**config.mk**
```make
export PLATFORM = sky130hd
export DESIGN_NAME = regulator_control
export DESIGN_NICKNAME = d
export VERILOG_FILES = /design/src/shared/regulator_control_pkg.sv /design/src/core/regulator_control.sv
export SDC_FILE = /design/constraint.sdc
export NUM_CORES = 1
export LEC_CHECK = 0
export ABC_AREA = 1
export BUFFER_PORTS_ARGS = -buffer_cell sky130_fd_sc_hd__buf_2
export CORE_MARGIN = 5
export CORE_UTILIZATION = 39
export CTS_CLUSTER_SIZE = 28
export DETAILED_ROUTE_END_ITERATION = 6
export HOLD_SLACK_MARGIN = 0.15
export SLEW_MARGIN = 20
export SYNTH_ARGS = -nofsm -noshare
export SYNTH_HDL_FRONTEND = slang
export SYNTH_SLANG_ARGS = --single-unit
export TNS_END_PERCENT = 50
```
**constraint.sdc**
```tcl
create_clock -name ref_clk -period 8.6 [get_ports ref_clk]
set_clock_uncertainty 0.2 [all_clocks]
set_input_delay 1.29 -clock ref_clk [delete_from_list [all_inputs] [get_ports ref_clk]]
set_output_delay 1.29 -clock ref_clk [all_outputs]
set_load 0.01 [all_outputs]
```
**src/shared/regulator_control_pkg.sv**
```systemverilog
// Shared constants, register map and carrier types for regulator control
package regulator_control_pkg;

    // ======================================================================
    // Sizes
    localparam int NUM_REG = 7;
    localparam int NUM_PHASE = 9;
    localparam int NUM_RES = 11; // Rails, then 32 kHz clock, then 3 outputs

    // ======================================================================
    // Register offsets (byte addresses, one word each)
    localparam logic [7:0] CTRL_BASE = 8'h00;
    localparam logic [7:0] VOLT_BASE = 8'h20;
    localparam logic [7:0] PD_OFFSET = 8'h40;
    localparam logic [7:0] MON_OFFSET = 8'h44;
    localparam logic [7:0] SLP_ASG_OFFSET = 8'h48;
    localparam logic [7:0] EN1_ASG_OFFSET = 8'h4C;
    localparam logic [7:0] STATUS_OFFSET = 8'h50;
    localparam logic [7:0] SYS_OFFSET = 8'h54;

    // ======================================================================
    // Field positions
    localparam int CTRL_MACT_LSB = 0;
    localparam int CTRL_MSLP_LSB = 2;
    localparam int CTRL_EN_BIT = 4;
    localparam int CTRL_RETAIN_BIT = 5;
    localparam int VOLT_RANGE_BIT = 7;
    localparam int SYS_CLK32K_BIT = 0;
    localparam int SYS_GPO_LSB = 1;
    localparam int SYS_PIN5_BIT = 4;

    // ======================================================================
    // Reset values
    localparam logic [7:0] CTRL_RESET = 8'h01;
    localparam logic [6:0] PD_RESET = 7'h7F;
    localparam logic [2:0] MON_RESET = 3'h7;
    localparam logic [10:0] ASG_RESET = 11'h000;
    localparam logic [4:0] SYS_RESET = 5'h01;

    // ======================================================================
    // Operating mode codes
    localparam logic [1:0] MODE_OFF = 2'h0;
    localparam logic [1:0] MODE_PWM = 2'h1;
    localparam logic [1:0] MODE_LQ = 2'h2;

    // ======================================================================
    // Output voltage scale, millivolts
    localparam logic [11:0] LO_BASE_MV = 12'd500;
    localparam logic [11:0] LO_STEP_MV = 12'd10;
    localparam logic [11:0] HI_BASE_MV = 12'd1000;
    localparam logic [11:0] HI_STEP_MV = 12'd20;
    localparam logic [11:0] LQ_VOUT_LIMIT_MV = 12'd2800;

    // ======================================================================
    // Timing
    localparam int CLK_KHZ = 200000;
    localparam int SYNC_LO_KHZ = 1700;
    localparam int SYNC_HI_KHZ = 2700;
    localparam int FALLBACK_KHZ = 2200;
    localparam logic [8:0] PERIOD_LO_CYC = 9'(CLK_KHZ / SYNC_LO_KHZ);
    localparam logic [8:0] PERIOD_HI_CYC =
        9'((CLK_KHZ + SYNC_HI_KHZ - 1) / SYNC_HI_KHZ);
    localparam logic [8:0] FALLBACK_CYC = 9'(CLK_KHZ / FALLBACK_KHZ);
    localparam logic [8:0] SYNC_LOSS_CYC = 9'(4 * (CLK_KHZ / SYNC_LO_KHZ));
    localparam int SLOT_TIME_NS = 1000;
    localparam logic [7:0] SLOT_CYC = 8'(SLOT_TIME_NS * CLK_KHZ / 1000000);
    localparam int BLANK_TIME_NS = 10000;
    localparam logic [11:0] BLANK_CYC =
        12'(BLANK_TIME_NS * CLK_KHZ / 1000000);
    localparam logic [2:0] SEQ_LAST_SLOT = 3'h7;
    localparam logic [15:0] PHASE_MUL = 16'h0039; // About 1/9 after shift
    localparam int PHASE_SHIFT = 9;

    // ======================================================================
    // Types
    typedef enum logic [1:0] {
        SEQ_RUN = 2'b01,
        SEQ_DONE = 2'b10
    } seq_state_t;

    typedef struct packed {
        logic read;
        logic write;
        logic [7:0] address;
        logic [31:0] writedata;
        logic [3:0] byteenable;
    } avm_req_t;

    typedef struct packed {
        logic [31:0] readdata;
        logic waitrequest;
    } avm_rsp_t;

    typedef struct packed {
        logic enable;
        logic [1:0] mode;
        logic range;
        logic [6:0] volt_code;
        logic discharge;
        logic ext_clock;
        logic adc_route;
    } reg_cmd_t;

endpackage : regulator_control_pkg

```
**src/core/regulator_control.sv**
```systemverilog
// Step-down regulator control, sync clock generation and register slave
`timescale 1ns/1ps

module regulator_control
    import regulator_control_pkg::*;
(
    input wire logic ref_clk,
    input wire logic rst,
    input wire avm_req_t bus_req,
    output avm_rsp_t bus_rsp,
    input wire logic [NUM_REG-1:0][7:0] otp_voltage,
    input wire logic [NUM_REG-1:0] otp_seq_en,
    input wire logic [NUM_REG-1:0][2:0] otp_slot,
    input wire logic sleep_request_pin_n,
    input wire logic resource_enable_pin_one,
    input wire logic warm_reset_pin,
    input wire logic switcher_sync_clock_in,
    input wire logic supply_below_limit,
    input wire logic [NUM_REG-1:0] rail_in_window,
    output reg_cmd_t [NUM_REG-1:0] reg_cmd,
    output logic [NUM_PHASE-1:0] phase_clk,
    output logic output_ok_flag,
    output logic clk32k_enable,
    output logic [2:0] gpo_enable,
    output logic general_pin_five_o,
    output logic general_pin_five_oe
);

    // ======================================================================
    // State
    localparam int SI_SLEEP = 0;
    localparam int SI_EN1 = 1;
    localparam int SI_WARM = 2;
    localparam int SI_SUPPLY = 3;
    localparam int SI_SYNC = 4;

    typedef struct packed {
        logic [NUM_REG-1:0][7:0] ctrl;
        logic [NUM_REG-1:0][7:0] volt;
        logic [NUM_REG-1:0] pd;
        logic [2:0] mon;
        logic [NUM_RES-1:0] slp_asg;
        logic [NUM_RES-1:0] en1_asg;
        logic [4:0] sys;
        seq_state_t seq;
        logic [7:0] slot_cyc;
        logic [2:0] slot;
        logic [NUM_REG-1:0][11:0] blank;
        logic [NUM_REG-1:0] trip;
        logic [4:0] s1;
        logic [4:0] s2;
        logic [NUM_REG-1:0] win1;
        logic [NUM_REG-1:0] win2;
        logic sync_prev;
        logic warm_prev;
        logic [8:0] meas;
        logic [8:0] last_period;
        logic sync_ok;
        logic sat_hi;
        logic sat_lo;
        logic [7:0] period;
        logic [7:0] phase_cnt;
        logic [7:0] rc_cnt;
        logic rc_clk;
        logic [NUM_PHASE-1:0] sw_clk;
        reg_cmd_t [NUM_REG-1:0] cmd;
        logic [NUM_REG-1:0] rail_ok;
        logic ok_flag;
        logic clk32k_en;
        logic [2:0] gpo_en;
        logic pin5_o;
        logic pin5_oe;
        avm_rsp_t rsp;
    } state_t;

    state_t q;
    state_t n;

    logic [NUM_REG-1:0] sel_sleep;
    logic [NUM_REG-1:0][1:0] mode_w;
    logic [NUM_REG-1:0] en_w;
    logic [NUM_REG-1:0][11:0] mv_w;
    logic [NUM_RES-1:0] pin_off;
    logic [NUM_PHASE-1:0] ph_high;
    logic [15:0] gap_prod;
    logic [7:0] gap;
    logic [2:0] ridx;
    logic is_ctrl;
    logic is_volt;
    logic bus_commit;
    logic [31:0] rd_word;
    logic [31:0] wr_data;
    logic sync_edge;
    logic warm_edge;
    logic [7:0] sel_period;

    // ======================================================================
    // Helpers
    function automatic logic [11:0] volt_mv(input logic [7:0] v);
        logic [11:0] steps;
        steps = 12'(v[6:0]) - 12'h001;
        if (v[VOLT_RANGE_BIT]) begin
            return HI_BASE_MV + steps * HI_STEP_MV;
        end
        return LO_BASE_MV + steps * LO_STEP_MV;
    endfunction : volt_mv

    function automatic logic [31:0] lane_merge(input logic [31:0] old_w,
                                               input logic [31:0] new_w,
                                               input logic [3:0] be);
        logic [31:0] r;
        r = old_w;
        for (int b = 0; b < 4; b++) begin
            if (be[b]) begin
                r[b*8 +: 8] = new_w[b*8 +: 8];
            end
        end
        return r;
    endfunction : lane_merge

    // ======================================================================
    // Per-rail and per-resource decode
    generate
        for (genvar g = 0; g < NUM_RES; g++) begin : g_res
            // Sleep pin is active low, resource_enable_pin_one pin active high
            assign pin_off[g] = (q.slp_asg[g] & ~q.s2[SI_SLEEP]) |
                                (q.en1_asg[g] & ~q.s2[SI_EN1]);
        end
        for (genvar g = 0; g < NUM_REG; g++) begin : g_rail
            assign sel_sleep[g] = pin_off[g];
            // Each rail picks its own mode field
            assign mode_w[g] = sel_sleep[g] ?
                q.ctrl[g][CTRL_MSLP_LSB +: 2] :
                q.ctrl[g][CTRL_MACT_LSB +: 2];
            assign en_w[g] = q.ctrl[g][CTRL_EN_BIT] &
                             (mode_w[g] != MODE_OFF) &
                             (q.volt[g][6:0] != 7'h00) &
                             ~q.trip[g];
            assign mv_w[g] = volt_mv(q.volt[g]);
        end
    endgenerate

    // ======================================================================
    // Phase clock taps, spaced by about one ninth of the period
    assign gap_prod = 16'(q.period) * PHASE_MUL;
    assign gap = 8'(gap_prod >> PHASE_SHIFT);

    generate
        for (genvar k = 0; k < NUM_PHASE; k++) begin : g_phase
            logic [8:0] off;
            logic [8:0] raw;
            logic [8:0] diff;
            assign off = 9'(k) * {1'b0, gap};
            assign raw = {1'b0, q.phase_cnt} + {1'b0, q.period} - off;
            assign diff = (raw >= {1'b0, q.period}) ?
                raw - {1'b0, q.period} : raw;
            assign ph_high[k] = diff < {2'b00, q.period[7:1]};
        end
    endgenerate

    // ======================================================================
    // Bus decode and read mux
    assign ridx = bus_req.address[4:2];
    assign is_ctrl = (bus_req.address[7:5] == CTRL_BASE[7:5]) &&
                     (bus_req.address[1:0] == 2'h0) && (ridx != 3'h7);
    assign is_volt = (bus_req.address[7:5] == VOLT_BASE[7:5]) &&
                     (bus_req.address[1:0] == 2'h0) && (ridx != 3'h7);
    // Commit happens only on the edge where the master sees waitrequest low
    assign bus_commit = bus_req.write & ~q.rsp.waitrequest;
    assign sync_edge = q.s2[SI_SYNC] & ~q.sync_prev;
    assign warm_edge = q.s2[SI_WARM] & ~q.warm_prev;

    always_comb begin
        rd_word = 32'h0000_0000;
        if (is_ctrl) begin
            rd_word = {24'h00_0000, q.ctrl[ridx]};
        end else if (is_volt) begin
            rd_word = {24'h00_0000, q.volt[ridx]};
        end else begin
            unique case (bus_req.address)
                PD_OFFSET: rd_word = {25'h000_0000, q.pd};
                MON_OFFSET: rd_word = {29'h0000_0000, q.mon};
                SLP_ASG_OFFSET: rd_word = {21'h00_0000, q.slp_asg};
                EN1_ASG_OFFSET: rd_word = {21'h00_0000, q.en1_asg};
                STATUS_OFFSET: rd_word = {9'h000, q.trip, 4'h0,
                    q.seq == SEQ_DONE, q.sat_lo, q.sat_hi, q.sync_ok,
                    q.ok_flag, q.rail_ok};
                SYS_OFFSET: rd_word = {27'h000_0000, q.sys};
                default: rd_word = 32'h0000_0000; // Unmapped reads zero
            endcase
        end
    end

    assign wr_data = lane_merge(rd_word, bus_req.writedata,
                                bus_req.byteenable);

    // Sync clock period clamped to the supported band
    always_comb begin
        if (!q.sync_ok) begin
            sel_period = 8'(FALLBACK_CYC);
        end else if (q.last_period > PERIOD_LO_CYC) begin
            sel_period = 8'(PERIOD_LO_CYC);
        end else if (q.last_period < PERIOD_HI_CYC) begin
            sel_period = 8'(PERIOD_HI_CYC);
        end else begin
            sel_period = q.last_period[7:0];
        end
    end

    // ======================================================================
    // Next state
    always_comb begin
        n = q;

        // Pin synchronisers, first stage feeds only the second
        n.s1 = {switcher_sync_clock_in, supply_below_limit, warm_reset_pin,
                resource_enable_pin_one, sleep_request_pin_n};
        n.s2 = q.s1;
        n.win1 = rail_in_window;
        n.win2 = q.win1;
        n.sync_prev = q.s2[SI_SYNC];
        n.warm_prev = q.s2[SI_WARM];

        // One wait cycle, then a single answer cycle
        n.rsp.waitrequest = 1'b1;
        if ((bus_req.read | bus_req.write) && q.rsp.waitrequest) begin
            n.rsp.waitrequest = 1'b0;
            n.rsp.readdata = rd_word;
        end

        // Rail commands all refresh on one edge from settled registers
        for (int i = 0; i < NUM_REG; i++) begin
            n.cmd[i].enable = en_w[i];
            n.cmd[i].mode = mode_w[i];
            n.cmd[i].range = q.volt[i][VOLT_RANGE_BIT];
            n.cmd[i].volt_code = q.volt[i][6:0];
            n.cmd[i].discharge = q.pd[i] & ~en_w[i] &
                                 ~q.ctrl[i][CTRL_EN_BIT];
            n.cmd[i].ext_clock = (mode_w[i] == MODE_PWM) &
                                 q.sync_ok;
            n.cmd[i].adc_route = (q.mon == 3'(i));
            // Trip is set by hardware and held while mode stays quiet
            n.trip[i] = ((mode_w[i] == MODE_LQ) &&
                         (mv_w[i] > LQ_VOUT_LIMIT_MV) &&
                         q.s2[SI_SUPPLY]) ||
                        (q.trip[i] && (mode_w[i] == MODE_LQ));
            if (en_w[i] && !q.cmd[i].enable) begin
                n.blank[i] = BLANK_CYC;
            end else if (q.blank[i] != 12'h000) begin
                n.blank[i] = q.blank[i] - 12'h001;
            end
            n.rail_ok[i] = ~q.cmd[i].enable | (q.blank[i] != 12'h000) |
                           q.win2[i];
        end
        n.ok_flag = &q.rail_ok;

        // Other resources follow their pin assignment too
        n.clk32k_en = q.sys[SYS_CLK32K_BIT] &
                      ~pin_off[NUM_REG];
        for (int j = 0; j < 3; j++) begin
            n.gpo_en[j] = q.sys[SYS_GPO_LSB + j] &
                          ~pin_off[NUM_REG + 1 + j];
        end

        // Internal oscillator and its optional export
        n.rc_cnt = ({1'b0, q.rc_cnt} == FALLBACK_CYC - 9'h001) ?
            8'h00 : q.rc_cnt + 8'h01;
        n.rc_clk = {1'b0, q.rc_cnt} < (FALLBACK_CYC >> 1);
        n.pin5_oe = q.sys[SYS_PIN5_BIT];
        n.pin5_o = q.rc_clk & q.sys[SYS_PIN5_BIT];

        // Sync period measurement with loss timeout
        if (sync_edge) begin
            n.last_period = q.meas + 9'h001;
            n.meas = 9'h000;
            n.sync_ok = 1'b1;
        end else if (q.meas == SYNC_LOSS_CYC) begin
            n.sync_ok = 1'b0;
        end else begin
            n.meas = q.meas + 9'h001;
        end
        n.sat_hi = q.sync_ok & (q.last_period < PERIOD_HI_CYC);
        n.sat_lo = q.sync_ok & (q.last_period > PERIOD_LO_CYC);

        // New period taken only at wrap so no tap ever glitches short
        if ({1'b0, q.phase_cnt} >= {1'b0, q.period} - 9'h001) begin
            n.phase_cnt = 8'h00;
            n.period = sel_period;
        end else begin
            n.phase_cnt = q.phase_cnt + 8'h01;
        end
        n.sw_clk = ph_high;

        // Register writes
        if (bus_commit) begin
            if (is_ctrl) begin
                n.ctrl[ridx] = wr_data[7:0];
            end else if (is_volt) begin
                n.volt[ridx] = wr_data[7:0];
                if (wr_data[7:0] != q.volt[ridx]) begin
                    n.blank[ridx] = BLANK_CYC;
                end
            end else begin
                unique case (bus_req.address)
                    PD_OFFSET: n.pd = wr_data[6:0];
                    MON_OFFSET: n.mon = wr_data[2:0];
                    SLP_ASG_OFFSET: n.slp_asg = wr_data[10:0];
                    EN1_ASG_OFFSET: n.en1_asg = wr_data[10:0];
                    SYS_OFFSET: n.sys = wr_data[4:0];
                    default: n.sys = n.sys; // Read-only or unmapped
                endcase
            end
        end

        // Startup sequencer: sets enables in fuse-chosen slots
        unique case (q.seq)
            SEQ_RUN: begin
                if (q.slot_cyc == SLOT_CYC - 8'h01) begin
                    n.slot_cyc = 8'h00;
                    if (q.slot == SEQ_LAST_SLOT) begin
                        n.seq = SEQ_DONE;
                    end else begin
                        n.slot = q.slot + 3'h1;
                    end
                end else begin
                    n.slot_cyc = q.slot_cyc + 8'h01;
                end
                for (int i = 0; i < NUM_REG; i++) begin
                    if (q.slot_cyc == 8'h00 && otp_seq_en[i] &&
                        otp_slot[i] == q.slot &&
                        !q.ctrl[i][CTRL_RETAIN_BIT]) begin
                        n.ctrl[i][CTRL_EN_BIT] = 1'b1;
                    end
                end
            end
            SEQ_DONE: begin
                n.slot_cyc = 8'h00;
            end
            default: begin
                n.seq = SEQ_RUN;
            end
        endcase

        // Warm reset: reload rails whose retention bit is clear
        if (warm_edge) begin
            for (int i = 0; i < NUM_REG; i++) begin
                if (!q.ctrl[i][CTRL_RETAIN_BIT]) begin
                    n.ctrl[i] = CTRL_RESET;
                    n.volt[i] = otp_voltage[i];
                    n.trip[i] = 1'b0;
                    n.blank[i] = 12'h000;
                end
            end
            n.seq = SEQ_RUN;
            n.slot = 3'h0;
            n.slot_cyc = 8'h00;
        end

        // Synchronous reset; fuse defaults are sampled here
        if (rst) begin
            n = '0;
            n.ctrl = {NUM_REG{CTRL_RESET}};
            n.volt = otp_voltage;
            n.pd = PD_RESET;
            n.mon = MON_RESET;
            n.slp_asg = ASG_RESET;
            n.en1_asg = ASG_RESET;
            n.sys = SYS_RESET;
            n.seq = SEQ_RUN;
            n.period = 8'(FALLBACK_CYC);
            n.rsp.waitrequest = 1'b1;
        end
    end

    // Single state register
    always_ff @(posedge ref_clk) begin
        q <= n;
    end

    // ======================================================================
    // Outputs, all straight from flip-flops
    assign bus_rsp = q.rsp;
    assign reg_cmd = q.cmd;
    assign phase_clk = q.sw_clk;
    assign output_ok_flag = q.ok_flag;
    assign clk32k_enable = q.clk32k_en;
    assign gpo_enable = q.gpo_en;
    assign general_pin_five_o = q.pin5_o;
    assign general_pin_five_oe = q.pin5_oe;

endmodule : regulator_control

```
Word-level counts from Yosys, hierarchy flattened:

Cells that the tools add are included.

* bits in registers: 470
* input bits: 144
* output and inout bits: 147
* logic and storage cells: 653

* $add $sub $neg: 52
* multiply operators: 19
* $lt $le $gt $ge: 31
* equal/unequal tests: 44
* mux-type cells: 145
* bitwise operators: 144
* reduce and logical (&&, ||, !) cells: 115

Operators by type and width (count)
* 2-to-1 mux 12 bit: 36
* 2-to-1 mux 423 bit: 1
* 2-to-1 mux 84 bit: 4
* 2-to-1 mux 8 bit: 25
* 2-to-1 mux 149 bit: 1
* one-hot mux 23 bit (6 select lines): 1
* subtractor 9 x 8 -> 9 bit: 13
* bitwise mux 56 bit: 2
* 2-to-1 mux 112 bit: 1
* 2-to-1 mux 56 bit: 2
* 2-to-1 mux 9 bit: 12
* 2-to-1 mux 104 bit: 1
* 2-to-1 mux 93 bit: 1
* adder 10 x 12 -> 12 bit (first input constant): 7
* adder 9 x 12 -> 12 bit (first input constant): 7
* greater-than comparator 12 bit (second input constant): 7
* multiplier 12 x 3 -> 10 bit (second input constant): 7
* multiplier 12 x 3 -> 11 bit (second input constant): 7
* nonzero test 12 bit: 7
* subtractor 12 x 1 -> 12 bit (second input constant): 7
* >= comparator 9 x 8 -> 1 bit: 9
* less-than comparator 9 x 7 -> 1 bit: 9
* bitwise AND 1 bit: 74
* == test 8 x 7 -> 1 bit (second input constant): 7
* 60 further kinds: 302

Longest topological paths before layout:

* word-level depth: 18
* gate-level depth with buffers: 50

Least setup slack after synthesis:

OpenSTA, ideal clock, no wires.

* path kind: reg-to-reg
* start point: reg q[172] (netlist name)
* end point: reg q, in the netlist phase_clk[7]
* setup time: 56 ps
* arrival time: 7963 ps
* setup slack: 381 ps
* cell stages (with the launch flop): 50
* buffers on the path: 2
* path through: dfxtp_1 clkbuf_1 inv_1 fa_1 inv_1 fa_1 ha_1 ha_1 nand2_1 inv_1 nand2_1 nand2_1 nand2_1 nand2_1 nand2_1 nand2_1 xnor2_1 inv_1 [... 14 more ...] inv_1 nor4_1 nand4_1 nand2_1 a21oi_1 nand2_1 inv_1 clkbuf_1 nand2_1 o21ai_0 ha_1 a21oi_1 nor3_1 a211oi_1 a21oi_1 nor2_1 nand2_1 inv_1

* word-level cells in the longest chain between the ends: 6
* elaborated cells between the ends (all ways): 8

Ends and longest elaborated chain
* start, declared: line regulator_control.sv:76 `state_t q;`
* start signal, assigned: line regulator_control.sv:377 `q <= n;`
* multiplier 8 x 6 -> 14 bit: line regulator_control.sv:145 `assign gap_prod = 16'(q.period) * PHASE_MUL;`
* multiplier 3 x 5 -> 8 bit: line regulator_control.sv:153 `assign off = 9'(k) * {1'b0, gap};`
* subtractor 9 x 8 -> 9 bit: line regulator_control.sv:154 `assign raw = {1'b0, q.phase_cnt} + {1'b0, q.period} - off;`
* subtractor 9 x 8 -> 9 bit or >= comparator 9 x 8 -> 1 bit (tied branches): line regulator_control.sv:156, regulator_control.sv:155
* 2-to-1 mux 9 bit: line regulator_control.sv:155 `assign diff = (raw >= {1'b0, q.period}) ?`
* less-than comparator 9 x 7 -> 1 bit *: line regulator_control.sv:157 `assign ph_high[k] = diff < {2'b00, q.period[7:1]};`

Mark *: on every way between the ends. The rest lies on a longest branch, timed or not.
A chain may end at the register's enable or synchronous reset.

Final worst setup path:

* start point: reg q[171] (netlist name)
* end point: reg q, in the netlist phase_clk[5]

* word-level cells in the longest chain between the ends: 6
* elaborated cells between the ends (all ways): 8

Ends and longest elaborated chain (line)
* multiplier 8 x 6 -> 14 bit: regulator_control.sv:145
* multiplier 3 x 5 -> 8 bit: regulator_control.sv:153
* subtractor 9 x 8 -> 9 bit: regulator_control.sv:154
* subtractor 9 x 8 -> 9 bit or >= comparator 9 x 8 -> 1 bit (tied branches): regulator_control.sv:156, regulator_control.sv:155
* 2-to-1 mux 9 bit *: regulator_control.sv:155
* less-than comparator 9 x 7 -> 1 bit *: regulator_control.sv:157

Marked as above.

==> impl_metrics.py <==
metrics = {
    "global_route": {
        "grt_max_degree": 65,
        "gr-total-overflow": 0,
        "grt_pass1_wl_um": 168000,
        "grt_pass1_vias": 30000,
        "grtUsageTotal_pct": 22.2,
        "antenna_found_initial": 9,
    },
    "floorplan": {
        "die-width_um": 308,
        "dieArea_um2": 94800,
        "rows": 109,
        "die_h_um": 308,
        "start_util_pct": 39.2,
        "io_pins": 291,
        "coreArea_um2": 88200,
    },
    "pwr": {
        "power_uw": 8420,
        "power_density_nw_per_um2": 220,
        "ir_worst_vdd_mv": 0.175,
        "leakage_uw": 0.0192,
    },
    "clock_network": {
        "cts_made_buffers": 57,
        "cts_tree": "yes",
        "ctsRootBufferMaster": "clkbuf_16",
        "ctsLongestPathBuffers": 3,
        "cts.sinks": 466,
        "clkLatencyLatePin_ns": 0.65,
        "clkSlewWorstSetupHoldPaths_ns": 0.06,
        "h-tree-depth": 2,
    },
    "route": {
        "drt-initial-drc-count": 2501,
        "wire_per_inst_um": 17.4,
        "drc": 0,
        "vias_per_cell": 5.11,
        "totalWireLength_um": 111000,
        "vias": 32600,
        "ant_nets": 0,
        "drtPass1Iterations": 6,
    },
    "setup_path": {
        "worstReg2RegStart": "q[171]",
        "max_stage_delay_ns": 0.63,
        "crit_type": "flop to flop",
        "crit_path_frequent_cell": "nand2_1",
        "start_kind": "flop",
        "cp-end-kind": "flop",
        "crit_required_ns": 8.99,
        "crit_path_top_delay_cell": "fa_1",
        "critPathMaxFanout": 9,
        "critPathArrivalTime_ns": 8.31,
        "r2r-end": "phase_clk[5]",
        "r2r_cells": 40,
        "reg2reg_slack_ns": 0.68,
    },
    "timing": {
        "slew_violations": 0,
        "finalCriticalPeriod_ns": 7.92,
        "worst_pin_slew_ns": 1.15,
        "max-slew-margin-rel_pct": 23.1,
        "fmax_mhz": 126,
        "setup_viol": 0,
        "layout_worst_path_cycle_share_pct": 92.0,
        "hold_viol_final": 0,
    },
    "run_status": {
        "status": "finished clean",
    },
    "layout": {
        "final_cells": 6375,
        "synthToLayoutAreaGrowth_pct": 10.7,
        "nets": 5691,
        "drive_above_1_share_pct": 9.35,
    },
    "synthesis": {
        "avgSynthCellArea_um2": 6.87,
        "ys.flop_type": "dfxtp_1",
        "synth_edf_count": 0,
        "ys_types": 63,
        "synthCells": 5033,
        "netlist_top_cells_area": "dfxtp_1 (27%), ha_1 (13%), nand2_1 (9.6%)",
        "async_reset_ff_share_pct": 0,
        "synth_area_um2": 34600,
        "synth-seq-area-share_pct": 27.0,
        "yosys_warnings": 0,
        "synth_seq_cells": 466,
        "synth_top_area_share_pct": 27.0,
        "yosysTopAreaCell": "dfxtp_1",
    },
    "min_path": {
        "min-delay-start": "q[209]",
        "hold_path.class": "flop to flop",
        "worstHoldEndpoint": "q[202]",
        "whs_path_depth": 2,
    },
    "placement": {
        "routabilityCongestion": 0.943,
        "port-buffer-count": 254,
        "dpl.cell_count": 6263,
        "dp_hpwl_um": 84800,
    },
    "job": {
        "maxCapViolCount": 0,
    },
}
==> repair_timing <==
action | 4_1_cts | 5_1_grt
gates resized for setup | 0 | 22
hold endpoints to repair | 0 | 0
buffers inserted | 0 | 6
endpoints found under the setup margin | 0 | 5
hold buffers | 0 | 0
==> layout make-up <==
class	instances	area [um2]
clock buffers	72	1560
multi-input cells	3514	20800
inverters	821	3090
clock inverters	30	403
fillers	9257	49900
repair buffers	303	1650
well taps	1165	1460
diodes	4	10.0
flip-flops and latches	466	9330
==> power by group <==
part | leakage (uW) | switching, uW | internal (uW) | total (uW)
clock network | 0.000970 | 1040 | 1500 | 2540
logic | 0.0144 | 2020 | 1270 | 3290
registers | 0.00382 | 195 | 2390 | 2590
total | 0.0192 | 3250 | 5160 | 8420
==> sequential cells by signal (all words and copies together), names as in the netlist <==
register	flops
general_pin_five_o	1
q	332
gpo_enable	3
reg_cmd	98
phase_clk	9
general_pin_five_oe	1
bus_rsp	20
output_ok_flag	1
clk32k_enable	1
==> layer usage <==
layer	wire length (um)	vias up	GRT usage, %	part of all wire, %
li1	-	16500	-	-
met1	50000	14800	30.5	45
met2	47800	1030	35.2	43
met3	9040	203	4.50	8.2
met4	3810	8	6.97	3.4
met5	47	-	0	0.042
==> Yosys cell counts (20+ instances only) <==
cell and number:
a211oi_1 20, a21oi_1 366, buf_4 144, clkbuf_1 82
dfxtp_1 466, fa_1 33, ha_1 351, inv_1 806
nand2_1 884, nand3_1 198, nand4_1 41, nor2_1 506
nor3_1 110, nor4_1 26, o211ai_1 36, o21ai_0 408
o21bai_1 22, o22ai_1 58, or2_2 28, xnor2_1 58
xor2_1 193
==> through the flow <==
| step | setup TNS [ns] | utilization, % | setup slack, ns | area, um2 | hold slack [ns] |
|---|---|---|---|---|---|
| 2_1_floorplan | 0 | - | 0.381 | 34600 | 0.188 |
| 3_3_place_gp | 0 | 41.1 | 0.563 | 36200 | 0.200 |
| 3_5_place_dp | 0 | 41.1 | 0.422 | 36200 | 0.195 |
| 4_1_cts | 0 | 43.3 | 0.400 | 38200 | 0.204 |
| 5_1_grt | -0.000754 | 43.4 | -0.000754 | 38300 | 0.220 |
| 6_report | 0 | 43.4 | 0.684 | 38300 | 0.202 |
==> how the worst max path moves through the flow <==
| stage | startpoint | endpoint | slack [ns] | cells past startpoint |
|---|---|---|---|---|
| finish | q[171] | phase_clk[5] | 0.68 | 40 |
| global route | q[175] | phase_clk[7] | -0.0008 | 48 |
| CTS | q[175] | phase_clk[7] | 0.40 | 46 |
| detailed placement | q[176] | phase_clk[3] | 0.42 | 39 |
| global placement | q[175] | phase_clk[3] | 0.56 | 39 |
| floorplan | q[172] | phase_clk[7] | 0.38 | 49 |
==> critical path, delay by kind of cell, from the launching register on <==
family | cells | cell delay [ns]
buffers and inverters | 8 | 0.66
adder cells (fa/ha/maj) | 9 | 3.38
XOR/XNOR | 2 | 0.31
AO/OA/AOI/OAI | 8 | 1.62
flip-flops | 1 | 0.53
AND/OR/NAND/NOR | 13 | 1.13
==> layout by cell type, fill, tap and decap left out, drive strengths merged, types with 4 or more instances in the layout <==
cell	instances
nand2	904
inv	815
nor2	512
dfxtp	466
o21ai	414
a21oi	367
ha	351
buf	303
nand3	199
xor2	193
nor3	111
clkbuf	72
xnor2	58
o22ai	58
nand4	41
o211ai	36
fa	33
or2	29
nor4	26
clkinv	25
o21bai	22
a211oi	20
a31oi	19
nand3b	13
o31ai	13
conb	13
o311ai	10
o21a	8
o2111ai	8
a22oi	7
a2111oi	7
bufinv	7
a21boi	7
a221oi	5
o221ai	5
diode	4
clkinvlp	4
nor3b	4
==> cells by family (layout without fill, tap and decap cells) <==
group,count (synthesis),count (layout),synth area share [%]
AO/OA/AOI/OAI,1022,1022,16.5
XOR/XNOR,251,251,6.35
adder cells (fa/ha/maj),384,384,14.6
buffers and inverters,1065,1226,13.2
flip-flops,466,466,27.0
multiplexers,1,1,0.0289
other,1,17,0.0108
AND/OR/NAND/NOR,1843,1843,22.4
Power figures use the tool's default switching activity.
